### src/hdl/ssp_pkg.sv
// Package for the SPI host/client serial port: register map, fields, timing.
// Assumes a 32-bit APB slave with one aligned word per register.
package ssp_pkg;
  // Register byte addresses
  localparam logic [7:0] ADDR_STATUS = 8'h00;
  localparam logic [7:0] ADDR_CTRL_ONE = 8'h04;
  localparam logic [7:0] ADDR_CTRL_THREE = 8'h08;
  localparam logic [7:0] ADDR_DATA = 8'h0c;
  localparam logic [7:0] ADDR_RELOAD = 8'h10;
  localparam logic [7:0] ADDR_PINS = 8'h14;
  // Status register fields
  localparam int STAT_FULL_BIT = 0;
  localparam int STAT_EDGE_BIT = 6;
  localparam int STAT_PHASE_BIT = 7;
  // Control register one fields
  localparam int CTRL_ENABLE_BIT = 5;
  localparam int CTRL_POL_BIT = 4;
  localparam int CTRL_COLL_BIT = 7;
  localparam int CTRL_IFLAG_BIT = 6;
  // Control register three fields
  localparam int CTRL3_OVR_BIT = 4;
  // Mode codes in control register one bits 3:0
  localparam logic [3:0] MODE_HOST_DIV4 = 4'h0;
  localparam logic [3:0] MODE_HOST_DIV16 = 4'h1;
  localparam logic [3:0] MODE_HOST_DIV64 = 4'h2;
  localparam logic [3:0] MODE_HOST_TIMER = 4'h3;
  localparam logic [3:0] MODE_CLIENT_SEL = 4'h4;
  localparam logic [3:0] MODE_CLIENT_NOSEL = 4'h5;
  localparam logic [3:0] MODE_HOST_RELOAD = 4'ha;
  // Reset values
  localparam logic [7:0] RST_BYTE = 8'h00;
  // Oscillator cycles per host bit-rate unit
  localparam int OSC_PER_UNIT = 4;
  localparam int BITS_PER_WORD = 8;
endpackage : ssp_pkg

### src/hdl/ssp_port.sv
// SPI host/client serial port with APB register access.
// Assumes serial pins and timer tick arrive asynchronously; APB on clock_in.
`timescale 1ns/1ps
`default_nettype none
module ssp_port #(
  parameter int OSC_DIV = 1
) (
  // Clock and reset
  input wire logic clock_in,
  input wire logic sys_rst_in,
  // APB slave
  input wire logic psel,
  input wire logic penable,
  input wire logic pwrite,
  input wire logic [7:0] paddr,
  input wire logic [31:0] pwdata,
  output logic [31:0] prdata,
  output logic pready,
  output logic pslverr,
  // Serial pins
  input wire logic sck_in,
  output logic sck_out,
  output logic sck_oe_out,
  input wire logic sdi_in,
  output logic sdo_out,
  output logic sdo_oe_out,
  input wire logic sel_n_in,
  // Timer tick and wake
  input wire logic timer_tick_in,
  output logic wake_out
);
  initial begin
    if (OSC_DIV < 1) $error("OSC_DIV must be at least 1");
  end

  typedef struct packed {
    logic [7:0] stat_cfg;
    logic [7:0] ctrl;
    logic [7:0] ctrl3;
    logic [7:0] rxbuf;
    logic [7:0] reload;
    logic [7:0] pins;
    logic [7:0] shreg;
    logic [3:0] bitcnt;
    logic busy;
    logic full;
    logic coll;
    logic iflag;
    logic [15:0] divcnt;
    logic sck_int;
    logic sdo_q;
    logic inbit;
    logic [2:0] sck_s;
    logic [1:0] sdi_s;
    logic [1:0] sel_s;
    logic [2:0] tmr_s;
    logic tmr_half;
    logic [31:0] rdata;
    logic ack;
    logic lead_d;
  } ssp_state_s;

  ssp_state_s st_q;
  ssp_state_s st_d;

  function automatic logic [15:0] ssp_div(input logic [3:0] m, input logic [7:0] r);
    logic [15:0] u;
    u = 16'h0001;
    if (m == ssp_pkg::MODE_HOST_DIV16) u = 16'h0004;
    else if (m == ssp_pkg::MODE_HOST_DIV64) u = 16'h0010;
    else if (m == ssp_pkg::MODE_HOST_RELOAD) u = {8'h00, r} + 16'h0001;
    ssp_div = 16'((32'(u) * 32'(ssp_pkg::OSC_PER_UNIT) * 32'(OSC_DIV)) / 2);
  endfunction : ssp_div

  logic [3:0] mode;
  logic en;
  logic host;
  logic pol;
  logic cke;
  logic acc;
  logic acc_first;
  logic sck_rise;
  logic sck_fall;
  logic sel_ok;

  assign mode = st_q.ctrl[3:0];
  assign en = st_q.ctrl[ssp_pkg::CTRL_ENABLE_BIT];
  assign host = (mode == ssp_pkg::MODE_HOST_DIV4) || (mode == ssp_pkg::MODE_HOST_DIV16) ||
                (mode == ssp_pkg::MODE_HOST_DIV64) || (mode == ssp_pkg::MODE_HOST_TIMER) ||
                (mode == ssp_pkg::MODE_HOST_RELOAD);
  assign pol = st_q.ctrl[ssp_pkg::CTRL_POL_BIT];
  assign cke = st_q.stat_cfg[ssp_pkg::STAT_EDGE_BIT];
  // One wait state: read data is registered in the first access cycle
  assign acc = psel && penable && st_q.ack;
  assign acc_first = psel && penable && !st_q.ack;
  assign sck_rise = st_q.sck_s[1] && !st_q.sck_s[2];
  assign sck_fall = !st_q.sck_s[1] && st_q.sck_s[2];
  assign sel_ok = (mode != ssp_pkg::MODE_CLIENT_SEL) || !st_q.sel_s[1];

  always_comb begin
    logic tick;
    logic lead;
    logic trail;
    logic done;
    logic [7:0] nxt;
    st_d = st_q;
    tick = 1'b0;
    lead = 1'b0;
    trail = 1'b0;
    done = 1'b0;
    nxt = st_q.shreg;
    // Pin synchronisers
    st_d.sck_s = {st_q.sck_s[1:0], sck_in};
    st_d.sdi_s = {st_q.sdi_s[0], sdi_in};
    st_d.sel_s = {st_q.sel_s[0], sel_n_in};
    st_d.tmr_s = {st_q.tmr_s[1:0], timer_tick_in};
    st_d.rdata = 32'h0000_0000;
    st_d.ack = acc_first;
    // Host bit clock generation
    if (host && en && st_q.busy) begin
      if (mode == ssp_pkg::MODE_HOST_TIMER) begin
        if (st_q.tmr_s[1] && !st_q.tmr_s[2]) begin
          tick = 1'b1;
        end
      end else if (st_q.divcnt == 16'h0001 || st_q.divcnt == 16'h0000) begin
        tick = 1'b1;
        st_d.divcnt = ssp_div(mode, st_q.reload);
      end else begin
        st_d.divcnt = st_q.divcnt - 16'h0001;
      end
      if (tick) begin
        st_d.sck_int = !st_q.sck_int;
        lead = (st_q.sck_int == pol);
        trail = !lead;
      end
    end else if (!host && en && sel_ok) begin
      // Active edge leaves idle level; its opposite returns to idle
      lead = pol ? sck_fall : sck_rise;
      trail = pol ? sck_rise : sck_fall;
    end
    st_d.lead_d = lead;
    // Sampling on one edge, shifting out on the other
    if (cke) begin
      // Host samples one cycle late so the input synchroniser has caught up
      if (host ? st_q.lead_d : lead) st_d.inbit = st_q.sdi_s[1];
      if (trail) begin
        nxt = {st_q.shreg[6:0], st_q.inbit};
        st_d.bitcnt = st_q.bitcnt + 4'h1;
      end
    end else begin
      if (lead && st_q.bitcnt != 4'h0) begin
        nxt = {st_q.shreg[6:0], st_q.inbit};
      end
      if (trail) begin
        st_d.inbit = st_q.sdi_s[1];
        st_d.bitcnt = st_q.bitcnt + 4'h1;
      end
    end
    if (!cke && trail && st_q.bitcnt == 4'h7) begin
      nxt = {st_q.shreg[6:0], st_q.sdi_s[1]};
      done = 1'b1;
    end
    if (cke && trail && st_q.bitcnt == 4'h7) done = 1'b1;
    st_d.shreg = nxt;
    if (lead || trail) st_d.busy = 1'b1;
    st_d.sdo_q = nxt[7];
    if (done) begin
      st_d.bitcnt = 4'h0;
      st_d.busy = 1'b0;
      if (host) st_d.sck_int = pol;
      st_d.iflag = 1'b1;
      if (!st_q.full || st_q.ctrl3[ssp_pkg::CTRL3_OVR_BIT]) begin
        st_d.rxbuf = nxt;
      end
      st_d.full = 1'b1;
    end
    // APB access
    if (acc_first && !pwrite) begin
      unique case (paddr)
        ssp_pkg::ADDR_STATUS:
          st_d.rdata = {24'h0, st_q.stat_cfg[7:6], 5'h00, st_q.full};
        ssp_pkg::ADDR_CTRL_ONE:
          st_d.rdata = {24'h0, st_q.coll, st_q.iflag, st_q.ctrl[5:0]};
        ssp_pkg::ADDR_CTRL_THREE: st_d.rdata = {24'h0, st_q.ctrl3};
        ssp_pkg::ADDR_DATA: st_d.rdata = {24'h0, st_q.rxbuf};
        ssp_pkg::ADDR_RELOAD: st_d.rdata = {24'h0, st_q.reload};
        ssp_pkg::ADDR_PINS: st_d.rdata = {24'h0, st_q.pins};
        default: st_d.rdata = 32'h0000_0000;
      endcase
    end
    if (acc && !pwrite && paddr == ssp_pkg::ADDR_DATA && !done) begin
      st_d.full = 1'b0;
    end
    if (acc && pwrite) begin
      unique case (paddr)
        ssp_pkg::ADDR_STATUS: st_d.stat_cfg = {pwdata[7:6], 6'h00};
        ssp_pkg::ADDR_CTRL_ONE: begin
          st_d.ctrl = {2'b00, pwdata[5:0]};
          if (!pwdata[ssp_pkg::CTRL_COLL_BIT]) st_d.coll = 1'b0;
          if (!pwdata[ssp_pkg::CTRL_IFLAG_BIT] && !done) st_d.iflag = 1'b0;
        end
        ssp_pkg::ADDR_CTRL_THREE: st_d.ctrl3 = pwdata[7:0];
        ssp_pkg::ADDR_DATA: begin
          if (st_q.busy || st_q.bitcnt != 4'h0) begin
            st_d.coll = 1'b1;
          end else if (!st_q.coll) begin
            st_d.shreg = pwdata[7:0];
            st_d.rxbuf = pwdata[7:0];
            st_d.sdo_q = pwdata[7];
            if (host) begin
              st_d.busy = 1'b1;
              st_d.divcnt = ssp_div(mode, st_q.reload);
            end
          end
        end
        ssp_pkg::ADDR_RELOAD: st_d.reload = pwdata[7:0];
        ssp_pkg::ADDR_PINS: st_d.pins = pwdata[7:0];
        default: st_d.pins = st_q.pins;
      endcase
    end
    // Port reset by enable clear, or by select high in MODE_CLIENT_SEL
    if (!en || (mode == ssp_pkg::MODE_CLIENT_SEL && st_q.sel_s[1])) begin
      st_d.bitcnt = 4'h0;
      st_d.busy = 1'b0;
      st_d.sck_int = pol;
      st_d.divcnt = 16'h0000;
    end
    if (host && !st_q.busy) st_d.sck_int = pol;
    if (!host) st_d.sck_int = pol;
  end

  always_ff @(posedge clock_in) begin
    if (sys_rst_in) begin
      st_q <= '0;
    end else begin
      st_q <= st_d;
    end
  end

  // Outputs; pin direction bits: bit0 disables data out, bit1 disables clock out
  assign prdata = st_q.rdata;
  assign pready = st_q.ack;
  assign pslverr = 1'b0;
  assign sck_out = st_q.sck_int;
  assign sck_oe_out = en && host && !st_q.pins[1];
  assign sdo_out = st_q.sdo_q;
  assign sdo_oe_out = en && sel_ok && !st_q.pins[0];
  assign wake_out = st_q.iflag && !host;

  a_data_clears_full: assert property (@(posedge clock_in) disable iff (sys_rst_in)
    acc && !pwrite && paddr == ssp_pkg::ADDR_DATA && !st_d.iflag |=> !st_q.full)
    else $error("receive-full not cleared by data read");
  a_busy_write_coll: assert property (@(posedge clock_in) disable iff (sys_rst_in)
    acc && pwrite && paddr == ssp_pkg::ADDR_DATA && st_q.busy && en |=> st_q.coll)
    else $error("collision flag not set");
  a_coll_blocks: assert property (@(posedge clock_in) disable iff (sys_rst_in)
    acc && pwrite && paddr == ssp_pkg::ADDR_DATA && st_q.coll && !st_q.busy && en
    |=> $stable(st_q.rxbuf) || st_q.full)
    else $error("write accepted with collision set");
  a_host_starts: assert property (@(posedge clock_in) disable iff (sys_rst_in)
    acc && pwrite && paddr == ssp_pkg::ADDR_DATA && host && en && !st_q.busy && !st_q.coll
    |=> st_q.busy)
    else $error("host did not start");
  a_disable_zero: assert property (@(posedge clock_in) disable iff (sys_rst_in)
    !en |=> st_q.bitcnt == 4'h0)
    else $error("bit counter not zero in reset");
  a_unsel_float: assert property (@(posedge clock_in) disable iff (sys_rst_in)
    mode == ssp_pkg::MODE_CLIENT_SEL && st_q.sel_s[1] |-> !sdo_oe_out)
    else $error("output driven while deselected");
  a_done_flags: assert property (@(posedge clock_in) disable iff (sys_rst_in)
    st_q.bitcnt == 4'h7 && !st_d.busy && en && sel_ok && st_d.bitcnt == 4'h0 && st_q.busy
    |=> st_q.full && st_q.iflag)
    else $error("completion flags missing");
  a_idle_level: assert property (@(posedge clock_in) disable iff (sys_rst_in)
    !st_q.busy && $past(!st_q.busy) && en |-> sck_out == pol)
    else $error("clock not at idle level");
  a_write_loads: assert property (@(posedge clock_in) disable iff (sys_rst_in)
    acc && pwrite && paddr == ssp_pkg::ADDR_DATA && !st_q.busy && st_q.bitcnt == 4'h0 &&
    !st_q.coll |=> st_q.shreg == $past(pwdata[7:0]))
    else $error("data write did not load shift register");
  a_unsel_zero: assert property (@(posedge clock_in) disable iff (sys_rst_in)
    mode == ssp_pkg::MODE_CLIENT_SEL && st_q.sel_s[1] |=> st_q.bitcnt == 4'h0)
    else $error("bit counter not zero while deselected");
  a_unsel_idle: assert property (@(posedge clock_in) disable iff (sys_rst_in)
    mode == ssp_pkg::MODE_CLIENT_SEL && st_q.sel_s[1] |=> !st_q.busy)
    else $error("deselected client is shifting");
  a_off_no_drive: assert property (@(posedge clock_in) disable iff (sys_rst_in)
    !en |-> !sck_oe_out && !sdo_oe_out)
    else $error("pins driven while disabled");
  a_en_clear_idle: assert property (@(posedge clock_in) disable iff (sys_rst_in)
    !en |=> !st_q.busy)
    else $error("port busy while disabled");
  a_sdo_override: assert property (@(posedge clock_in) disable iff (sys_rst_in)
    st_q.pins[0] |-> !sdo_oe_out)
    else $error("data output driven against direction");
  a_client_no_sck: assert property (@(posedge clock_in) disable iff (sys_rst_in)
    !host |-> !sck_oe_out)
    else $error("client drives clock");
  a_client_idle: assert property (@(posedge clock_in) disable iff (sys_rst_in)
    !host && $stable(st_q.ctrl) |-> sck_out == pol)
    else $error("client clock output not idle");
  a_status_low_ro: assert property (@(posedge clock_in) disable iff (sys_rst_in)
    acc && pwrite && paddr == ssp_pkg::ADDR_STATUS |=> st_q.stat_cfg[5:0] == 6'h00)
    else $error("status low bits written");
  a_coll_sticky: assert property (@(posedge clock_in) disable iff (sys_rst_in)
    st_q.coll && !(acc && pwrite && paddr == ssp_pkg::ADDR_CTRL_ONE) |=> st_q.coll)
    else $error("collision flag lost");
  a_coll_clear: assert property (@(posedge clock_in) disable iff (sys_rst_in)
    acc && pwrite && paddr == ssp_pkg::ADDR_CTRL_ONE && !pwdata[7] |=> !st_q.coll)
    else $error("collision flag not cleared");
  a_full_keeps: assert property (@(posedge clock_in) disable iff (sys_rst_in)
    st_q.full && !st_q.ctrl3[ssp_pkg::CTRL3_OVR_BIT] &&
    !(acc && pwrite && paddr == ssp_pkg::ADDR_DATA) |=> $stable(st_q.rxbuf))
    else $error("unread buffer overwritten");
  a_bitcnt_range: assert property (@(posedge clock_in) disable iff (sys_rst_in)
    st_q.bitcnt <= 4'h7)
    else $error("bit counter beyond word");
  a_sdo_msb: assert property (@(posedge clock_in) disable iff (sys_rst_in)
    st_q.sdo_q == st_q.shreg[7])
    else $error("output bit is not shift register msb");
  a_one_wait: assert property (@(posedge clock_in) disable iff (sys_rst_in)
    psel && penable && !pready |=> pready)
    else $error("bus answer late");
endmodule : ssp_port
`default_nettype wire

### config.mk
export PLATFORM = sky130hd
export DESIGN_NAME = ssp_port
export DESIGN_NICKNAME = d
export VERILOG_FILES = /design/src/hdl/ssp_pkg.sv /design/src/hdl/ssp_port.sv
export SDC_FILE = /design/constraint.sdc
export NUM_CORES = 1
export LEC_CHECK = 0
export CORE_MARGIN = 3
export CORE_UTILIZATION = 25
export CTS_CLUSTER_DIAMETER = 30
export DETAILED_ROUTE_END_ITERATION = 10
export DONT_BUFFER_PORTS = 1
export GPL_TIMING_DRIVEN = 1
export PLACE_DENSITY = 0.5
export SLEW_MARGIN = 20
export SYNTH_ARGS = -nofsm -noshare
export SYNTH_HDL_FRONTEND = slang
export SYNTH_SLANG_ARGS = --single-unit
export TNS_END_PERCENT = 50
### constraint.sdc
create_clock -name clock_in -period 2.8 [get_ports clock_in]
set_clock_uncertainty 0.2 [all_clocks]
set_input_delay 0.14 -clock clock_in [delete_from_list [all_inputs] [get_ports clock_in]]
set_output_delay 0.14 -clock clock_in [all_outputs]
set_load 0.02 [all_outputs]
Word level (Yosys, flattened, before mapping)

Cells that the tools add are included.

Register bits: 119
Input port bits: 49
Output and inout port bits: 39

Add/subtract/negate cells: 3
Eq/ne operators: 19
Muxes and demuxes: 68
Bitwise operators: 1
Reductions and logical operators: 72

Operators with widths:

| kind                                                  | number |
|---|---|
| 2-to-1 mux 8 bit                                      | 14 |
| 2-to-1 mux 16 bit                                     | 6 |
| case mux 8 bit (6 select lines)                       | 1 |
| 2-to-1 mux 1 bit                                      | 38 |
| 2-to-1 mux 17 bit                                     | 2 |
| 2-to-1 mux 32 bit                                     | 1 |
| logical AND 1 bit                                     | 27 |
| 2-to-1 mux 9 bit                                      | 3 |
| zero test 1 bit                                       | 17 |
| == test 16 x 1 -> 1 bit, second input constant        | 1 |
| == test 8 x 4 -> 1 bit, second input constant         | 2 |
| == test 8 x 5 -> 1 bit, second input constant         | 2 |
| zero test 16 bit                                      | 1 |
| subtractor 16 x 1 -> 16 bit, second input constant    | 1 |
| AND reduction 2 bit                                   | 7 |
| logical OR 1 bit                                      | 10 |
| inequality test 5 x 1 -> 1 bit, second input constant | 2 |
| adder 8 x 1 -> 9 bit, second input constant           | 1 |
| == test 4 x 2 -> 1 bit, second input constant         | 2 |
| == test 4 x 3 -> 1 bit, second input constant         | 2 |
| == test 8 x 3 -> 1 bit, second input constant         | 1 |
| zero test 8 bit                                       | 1 |
| OR reduction 2 bit                                    | 3 |
| adder 4 x 1 -> 4 bit, second input constant           | 1 |
| other kinds (15)                                      | 17 |

Depth between registers and ports, before layout

Gate-level depths: netlist of run 1.

Depth in word-level cells: 20
Gate-level depth with buffers: 9

Least setup slack after synthesis of run 1

No wires, ideal clock.

Kind: register to register
Start point: register st_q[68] (netlist bit)
End point: register st_q[56] (netlist bit)
Setup time: 0.070 ns
Data arrival time: 2.106 ns
Data required time: 2.530 ns
Setup slack: 0.424 ns
Stages on the path, launching flop included: 10
Path buffers: 1
Clock period less this slack: 2.376 ns
Cell sequence: dfxtp_1 -> inv_1 -> ha_1 -> or4b_1 -> nor2_1 -> nand4_1 -> a21boi_1 -> buf_2 -> or3_1 -> a21oi_1

Longest elaborated chain between the ends: 5

RTL lines:

| item                   | RTL line        | source |
|---|---|---|
| start, declared        | ssp_port.sv:63  | `ssp_state_s st_q;` |
| start signal, assigned | ssp_port.sv:236 | `st_q <= st_d;` |
| nonzero test 4 bit     | ssp_port.sv:204 | `if (st_q.busy \|\| st_q.bitcnt != 4'h0) begin` |
| logical OR 1 bit       | ssp_port.sv:204 |  |
| 2-to-1 mux 16 bit      | ssp_port.sv:204 |  |
| 2-to-1 mux 16 bit      | ssp_port.sv:195 | `unique case (paddr)` |
| 2-to-1 mux 17 bit      | ssp_port.sv:194 | `if (acc && pwrite) begin` |

Every way passes these cells.
A chain may end at the register's enable or synchronous reset.

Worst setup path after layout of run 1

Start point: register st_q (netlist bit pready)
End point: register st_q[105] (netlist bit)

Longest elaborated chain between the ends: 3

RTL lines:

| item                          | RTL line        | source |
|---|---|---|
| logical AND 1 bit             | ssp_port.sv:94  | `assign acc = psel && penable && st_q.ack;` |
| logical AND 1 bit             | ssp_port.sv:194 |  |
| AND reduction 2 bit (no line) | n/a             |  |

Every way passes these cells.

==> out/qor.yml, run 1 <==
antenna_found_initial: 0
critPathKind: "reg -> reg"
synth-simple-area-share_pct: 26.1
grt.total_usage_pct: 13.1
fin_area_um2: 5730
hold_viol_final: 0
grt_overflow: 0
drc: 0
swShare_pct: 25.6
min_period_ns: 2.62
p_comb_share_pct: 4.3
numCtsBuffers: 9
ant_nets: 0
numPortBuffers: 0
yosys.area.top_type_share_pct: 38.3
path_clk_slew_ns: 0.08
rrSetupSlack_ns: 0.18
utilization_pct: 30.1
core_um2: 19000
start_util_pct: 25.9
ios: 88
max_slew.worst_pin.slew_ns: 0.661
post-route-period-util_pct: 93.6
switchingPower_uw: 693
yosys.area.top_type: "dfxtp_1"
fp.dieW_um: 146
hold_class: "in -> reg"
p_int_uw: 2010
grt_max_degree: 60
status: "completed"
yosysMostFrequentCell: "dfxtp_1"
synth_compound_area_share_pct: 18.5
synth_xor_area_share_pct: 4.09
hpwl_um: 10300
synth_top_family_by_area: "simple AND/OR/NAND/NOR gates"
post-place-ws_ns: 0.222
synth_edf_count: 0
r2r_start: "pready"
multi_input_area_um2: 2720
startpoint: "pready"
cp.arrival_ns: 2.67
maxCapViolCount: 0
synth.area.top_cells: "dfxtp_1 38%, a21oi_1 5.1%, buf_4 5.0%"
critPathCapture: "st_q[105]"
r2r-end: "st_q[105]"
seq_area_um2: 1880
synth_adder_area_share_pct: 1.53
place_congestion: 0.836
viasPerCell: 4.96
syn_inst: 591
ys.flop_type: "dfxtp_1"
critPathMaxFanout: 27
slew_viol_final: 0
yosys_warnings: 0
drt_wl_total_um: 14100
slew_headroom_pct: 55.9
seqPwrFrac_pct: 49.7
async_flop_share_pct: 0
cts_buffer_depth: 2
ir_worst_vdd_v: 0.000241
drive_above_1_share_pct: 9.85
cts_tree: "built"
tns_ns: 0
ys_types: 68
clkLatencyLatePin_ns: 0.36
grt_pass1_wl_um: 22500
clock-sinks: 94
firstDrtPassIters: 7
final.setup.worst_slack_ns: 0.179
avgSynthCellArea_um2: 8.32
rows: 50
area.growth.synth_to_final_pct: 16.5
htree_levels: 3
die-area_um2: 21400
fin_nets: 669
p_leak_uw: 0.00200
setup_viol: 0
drtIter0Drc: 364
root_buffer: "clkbuf_16"
power_uw: 2710
fmax_mhz: 382
syn_area_um2: 4920
rr_worst_depth: 7
ys_seq_elements: 94
cp-end-kind: "flop"
critPathRequiredTime_ns: 2.85
grt_pass1_vias: 4063
synth_commonest_cells: "94 x dfxtp_1, 54 x nor2_1, 50 x a21oi_1"
p_clk_share_pct: 46.0
rsz0062_at_grt: "false"
start_kind: "flop"
num_vias: 4358
diodes: 0
muxShareOfSynthArea_pct: 2.85
wl_per_cell_um: 16.1
fillCellCount: 2066
die_h_um: 146
seq_area_frac_synth_pct: 38.3
cellPowerDensity_nw_per_um2: 472
dpl_cell_area_um2: 5160
worst min path at each step:
stage | from | end | cells past startpoint
2_1_floorplan | sys_rst_in | pready | 1
3_3_place_gp | sys_rst_in | st_d[41] | 1
3_5_place_dp | sys_rst_in | st_d[43] | 1
4_1_cts | penable | st_q[127] | 4
5_1_grt | paddr[3] | st_q[107] | 5
6_report | penable | st_q[127] | 4
cell usage in the layout (no fill, tap or decap), types with 10 or more instances in the layout:
cell type	instances
dfxtp_1	94
nor2_1	52
a21oi_1	50
nand2_1	48
nand3_1	42
conb_1	25
dlygate4sd3_1	25
buf_4	25
nor3_1	19
nor2b_1	17
o21ai_0	15
mux2i_1	14
inv_1	13
xor2_1	13
xnor2_1	10
cell type report:
class | instances | share of cell area (%)
timing repair buffer | 51 | 8.12
multi-input combinational | 445 | 47.4
clock inverter | 7 | 1.22
clock buffer | 9 | 3.93
inverter | 13 | 0.851
tap | 260 | 5.68
sequential | 94 | 32.8
power groups by stage:
| stage | clock network (uW) | registers (uW) | logic (uW) |
|---|---|---|---|
| 6_report | 1240 | 1350 | 116 |
| 5_1_grt | 1330 | 1350 | 124 |
| 3_5_place_dp | 0 | 1380 | 57.1 |
| 4_1_cts | 1280 | 1350 | 114 |
| 2_1_floorplan | 0 | 1380 | 89.7 |
| 3_3_place_gp | 0 | 1380 | 56.7 |
per-layer routing:
layer / global-route usage (%) / part of all wire (%) / vias up
met3: 2.55 / 5.8 / 12
met1: 18.5 / 47 / 2095
met4: 4.47 / 1.5 / 0
met5: 0 / 0 / -
met2: 19.9 / 46 / 132
li1: - / - / 2119
per-stage QoR:
| stage | hold WS (ns) | cells |
|---|---|---|
| floorplan | 0.0271 | 615 |
| global placement | 0.0282 | 837 |
| detailed placement | 0.0262 | 837 |
| CTS | 0.0258 | 879 |
| global route | 0.0703 | 879 |
| finish | 0.0344 | 879 |
cells by family (layout without fill, tap and decap cells):
logic type      after synthesis  count (layout)
simple gates                238             238
compound gates              139             139
flops                        94              94
buf+inv                      76              80
xor+xnor                     23              23
mux                          14              14
fa+ha+maj                     6               6
other cells                   1              25
worst max-delay path, stage by stage (launching register included):
cell	delay, ns
dfxtp_1	0.49
nand3_1	0.18
nor2_2	0.26
buf_4	0.35
nand2_1	0.27
nand2_1	0.13
a21oi_1	0.06
dlygate4sd3_1	0.56
flip-flops by register name, summed over array words and instances, names as in the netlist:
| signal | cells |
|---|---|
| st_d | 6 |
| sck_out | 1 |
| en | 1 |
| pol | 1 |
| pready | 1 |
| prdata | 8 |
| st_q | 71 |
| cke | 1 |
| mode | 4 |
repair_timing:
action                     CTS  global route
resized for setup            0             1
setup buffers                0             0
setup endpoints to repair    0             1
hold endpoints to repair    65             0
hold buffers                26             0
No activity file was read; power rests on OpenSTA's default activity.
==> run 2, diff against run 1 <==
--- a/config.mk
+++ b/config.mk
@@ -5,6 +5,7 @@
 export SDC_FILE = /design/constraint.sdc
 export NUM_CORES = 1
 export LEC_CHECK = 0
+export ABC_AREA = 1
 export CORE_MARGIN = 3
 export CORE_UTILIZATION = 25
 export CTS_CLUSTER_DIAMETER = 30
==> out/qor.yml, run 2 <==
status: "completed"  # unchanged
p_clk_share_pct: 44.7  # was 46.0%
final.setup.worst_slack_ns: 0.315  # was 0.179 ns
post-route-period-util_pct: 88.7  # was 93.6%
ir_worst_vdd_v: 0.000305  # was 0.000241 V
path_clk_slew_ns: 0.07  # was 0.08 ns
min_period_ns: 2.48  # was 2.62 ns
synth_commonest_cells: "113 x nand2_1, 94 x dfxtp_1, 92 x nor2_1"  # was 94 x dfxtp_1, 54 x nor2_1, 50 x a21oi_1
slew_viol_final: 0  # unchanged
wl_per_cell_um: 13.8  # was 16.1 um
grt.total_usage_pct: 12.6  # was 13.1%
ys_types: 46  # was 68
swShare_pct: 22.7  # was 25.6%
grt_overflow: 0  # unchanged
die_h_um: 146  # about the same
root_buffer: "clkbuf_16"  # unchanged
p_comb_share_pct: 4.3  # about the same
ys.flop_type: "dfxtp_1"  # unchanged
slew_headroom_pct: 40.3  # was 55.9%
grt_pass1_wl_um: 21600  # was 22500 um
syn_inst: 686  # was 591
final_common_cell: "nand2_1"  # was dfxtp_1
numPortBuffers: 0  # unchanged
numCtsBuffers: 9  # unchanged
seqPwrFrac_pct: 51.0  # was 49.7%
critPathRequiredTime_ns: 2.83  # was 2.85 ns
fin_area_um2: 5680  # was 5730 um2
cellPowerDensity_nw_per_um2: 465  # was 472 nW/um2
slowest_delay_ns: 0.34  # was 0.56 ns
yosys_warnings: 0  # unchanged
start_kind: "flop"  # unchanged
power_uw: 2640  # was 2710 uW
cp_common_cell: "inv_1"  # was nand2_1
critPathBufInv: 3  # was 2
die-area_um2: 21400  # about the same
num_vias: 4327  # was 4358
start_util_pct: 25.9  # about the same
hold_class: "in -> reg"  # unchanged
cts_resized: 0  # unchanged
grt_max_degree: 35  # was 60
rows: 50  # unchanged
clkLatencyLatePin_ns: 0.35  # was 0.36 ns
drive_above_1_share_pct: 9.32  # was 9.85%
post-place-ws_ns: 0.254  # was 0.222 ns
yosysMostFrequentCell: "nand2_1"  # was dfxtp_1
cp.arrival_ns: 2.52  # was 2.67 ns
ios: 88  # unchanged
critPathMaxFanout: 6  # was 27
ys_seq_elements: 94  # unchanged
antenna_found_initial: 1  # was 0
setup_viol: 0  # unchanged
fp.dieW_um: 146  # about the same
final_cell_mix: "113 x nand2_1, 94 x dfxtp_1, 92 x nor2_1"  # was 94 x dfxtp_1, 52 x nor2_1, 50 x a21oi_1
seq_area_frac_synth_pct: 38.2  # was 38.3%
p_leak_uw: 0.00218  # was 0.00200 uW
area.growth.synth_to_final_pct: 15.4  # was 16.5%
largest_reg_flops: 71  # unchanged
cts_tree: "built"  # unchanged
maxCapViolCount: 0  # unchanged
fmax_mhz: 402  # was 382 MHz
fin_nets: 771  # was 669
regMostFlops: "st_q"  # unchanged
async_flop_share_pct: 0  # unchanged
critPathKind: "reg -> reg"  # unchanged
yosys.area.top_type: "dfxtp_1"  # unchanged
hpwl_um: 9890  # was 10300 um
cts_buffer_depth: 2  # unchanged
cp_top_family: "simple AND/OR/NAND/NOR gates"  # was buffers and inverters
synth.area.top_cells: "dfxtp_1 38%, nand2_1 8.6%, nor2_1 7.0%"  # was dfxtp_1 38%, a21oi_1 5.1%, buf_4 5.0%
tns_ns: 0  # unchanged
dpl_cell_area_um2: 5140  # was 5160 um2
drt_wl_total_um: 13500  # was 14100 um
yosys.area.top_type_share_pct: 38.2  # was 38.3%
core_um2: 19000  # unchanged
utilization_pct: 29.9  # was 30.1%
grt_pass1_vias: 4029  # was 4063
clock-sinks: 94  # unchanged
firstDrtPassIters: 5  # was 7
path_cells: "inv_1 > ha_1 > nand3_1 > or2_2 > nor2_1 > nand3_1 > nor2_1 > inv_1 > nand2_1 > inv_1 > a31oi_1 > nor3_1"  # was nand3_1 > nor2_2 > buf_4 > nand2_1 > nand2_1 > a21oi_1 > dlygate4sd3_1
syn_area_um2: 4920  # about the same
rsz0062_at_grt: "false"  # unchanged
switchingPower_uw: 600  # was 693 uW
synth_edf_count: 0  # unchanged
cp_slowest_cell: "or2_2"  # was dlygate4sd3_1
place_congestion: 0.824  # was 0.836
viasPerCell: 4.42  # was 4.96
drc: 0  # unchanged
p_int_uw: 2040  # was 2010 uW
htree_levels: 3  # unchanged
avgSynthCellArea_um2: 7.18  # was 8.32 um2
hold_viol_final: 0  # unchanged
cp-end-kind: "flop"  # unchanged
ant_nets: 0  # unchanged
drtIter0Drc: 300  # was 364
max_slew.worst_pin.slew_ns: 0.895  # was 0.661 ns
==> run 2: cell types whose count changed in the layout (fill, tap and decap cells not counted), sizes merged, moves of 9 or more <==
cell	before	now
nand2	48	120
inv	19	83
o21ai	17	60
nor2	55	97
nor2b	18	0
mux2i	14	0
nand3	42	31
nor4	13	3
a21oi	50	59
==> run 2: path summary, 6_finish.rpt <==
kind | slack (ns) | startpoint | end | depth (start not counted)
max reg2reg | 0.32 | st_q[68] | st_q[49] | 12
min | 0.02 | psel | st_q[66] | 5
min reg2reg | 0.20 | st_d[41] | st_q[41] | 2
max | 0.32 | st_q[68] | st_q[49] | 12
==> run 2: final cells by class <==
cell class / count / area [um2]
Clock buffer: 13 / 270
Tap cell: 260 / 325
Sequential cell: 94 / 1880
Multi-Input combinational cell: 482 / 2470
Inverter: 87 / 327
Clock inverter: 1 / 5.00
Timing Repair Buffer: 42 / 395
Fill cell: 2122 / 13300
Antenna cell: 1 / 2.50
==> run 2: cell families after synthesis <==
| family | after synthesis | share of synthesized area [%] |
|---|---|---|
| AND/OR/NAND/NOR | 285 | 26.5 |
| adder cells (fa/ha/maj) | 6 | 1.53 |
| AO/OA/AOI/OAI | 156 | 18.6 |
| flip-flops | 94 | 38.2 |
| other | 1 | 0.0762 |
| XOR/XNOR | 10 | 1.78 |
| buffers and inverters | 134 | 13.3 |
==> run 2: power groups by stage <==
stage / clock network [uW] / registers, uW / logic, uW
2_1_floorplan: 0 / 1380 / 88.8
6_report: 1180 / 1350 / 113
5_1_grt: 1260 / 1350 / 123
3_3_place_gp: 0 / 1380 / 62.4
4_1_cts: 1210 / 1350 / 112
3_5_place_dp: 0 / 1380 / 62.6
==> run 2: per-layer routing <==
layer,routed length (um),GRT usage [%]
met3,572,2.76
met5,0,0
met4,163,3.53
met2,6160,20.1
met1,6620,17.3
==> run 2: worst min-delay path, cell delays in order <==
cell and delay (ns):
nand2_1 0.06, inv_1 0.05, nand3_1 0.06, o21ai_0 0.08, a21oi_1 0.13
==> run 2: repair_timing <==
action                     4_1_cts  5_1_grt
buffers inserted                 0        1
hold buffers                    23        0
setup endpoints to repair        0        7
hold endpoints to repair        78        0
==> run 2: per-stage QoR <==
| step | hold slack, ns | cells |
|---|---|---|
| 2_1_floorplan | 0.0470 | 710 |
| 3_3_place_gp | 0.0216 | 941 |
| 3_5_place_dp | 0.0235 | 941 |
| 4_1_cts | 0.00205 | 978 |
| 5_1_grt | 0.0413 | 980 |
| 6_report | 0.0156 | 980 |
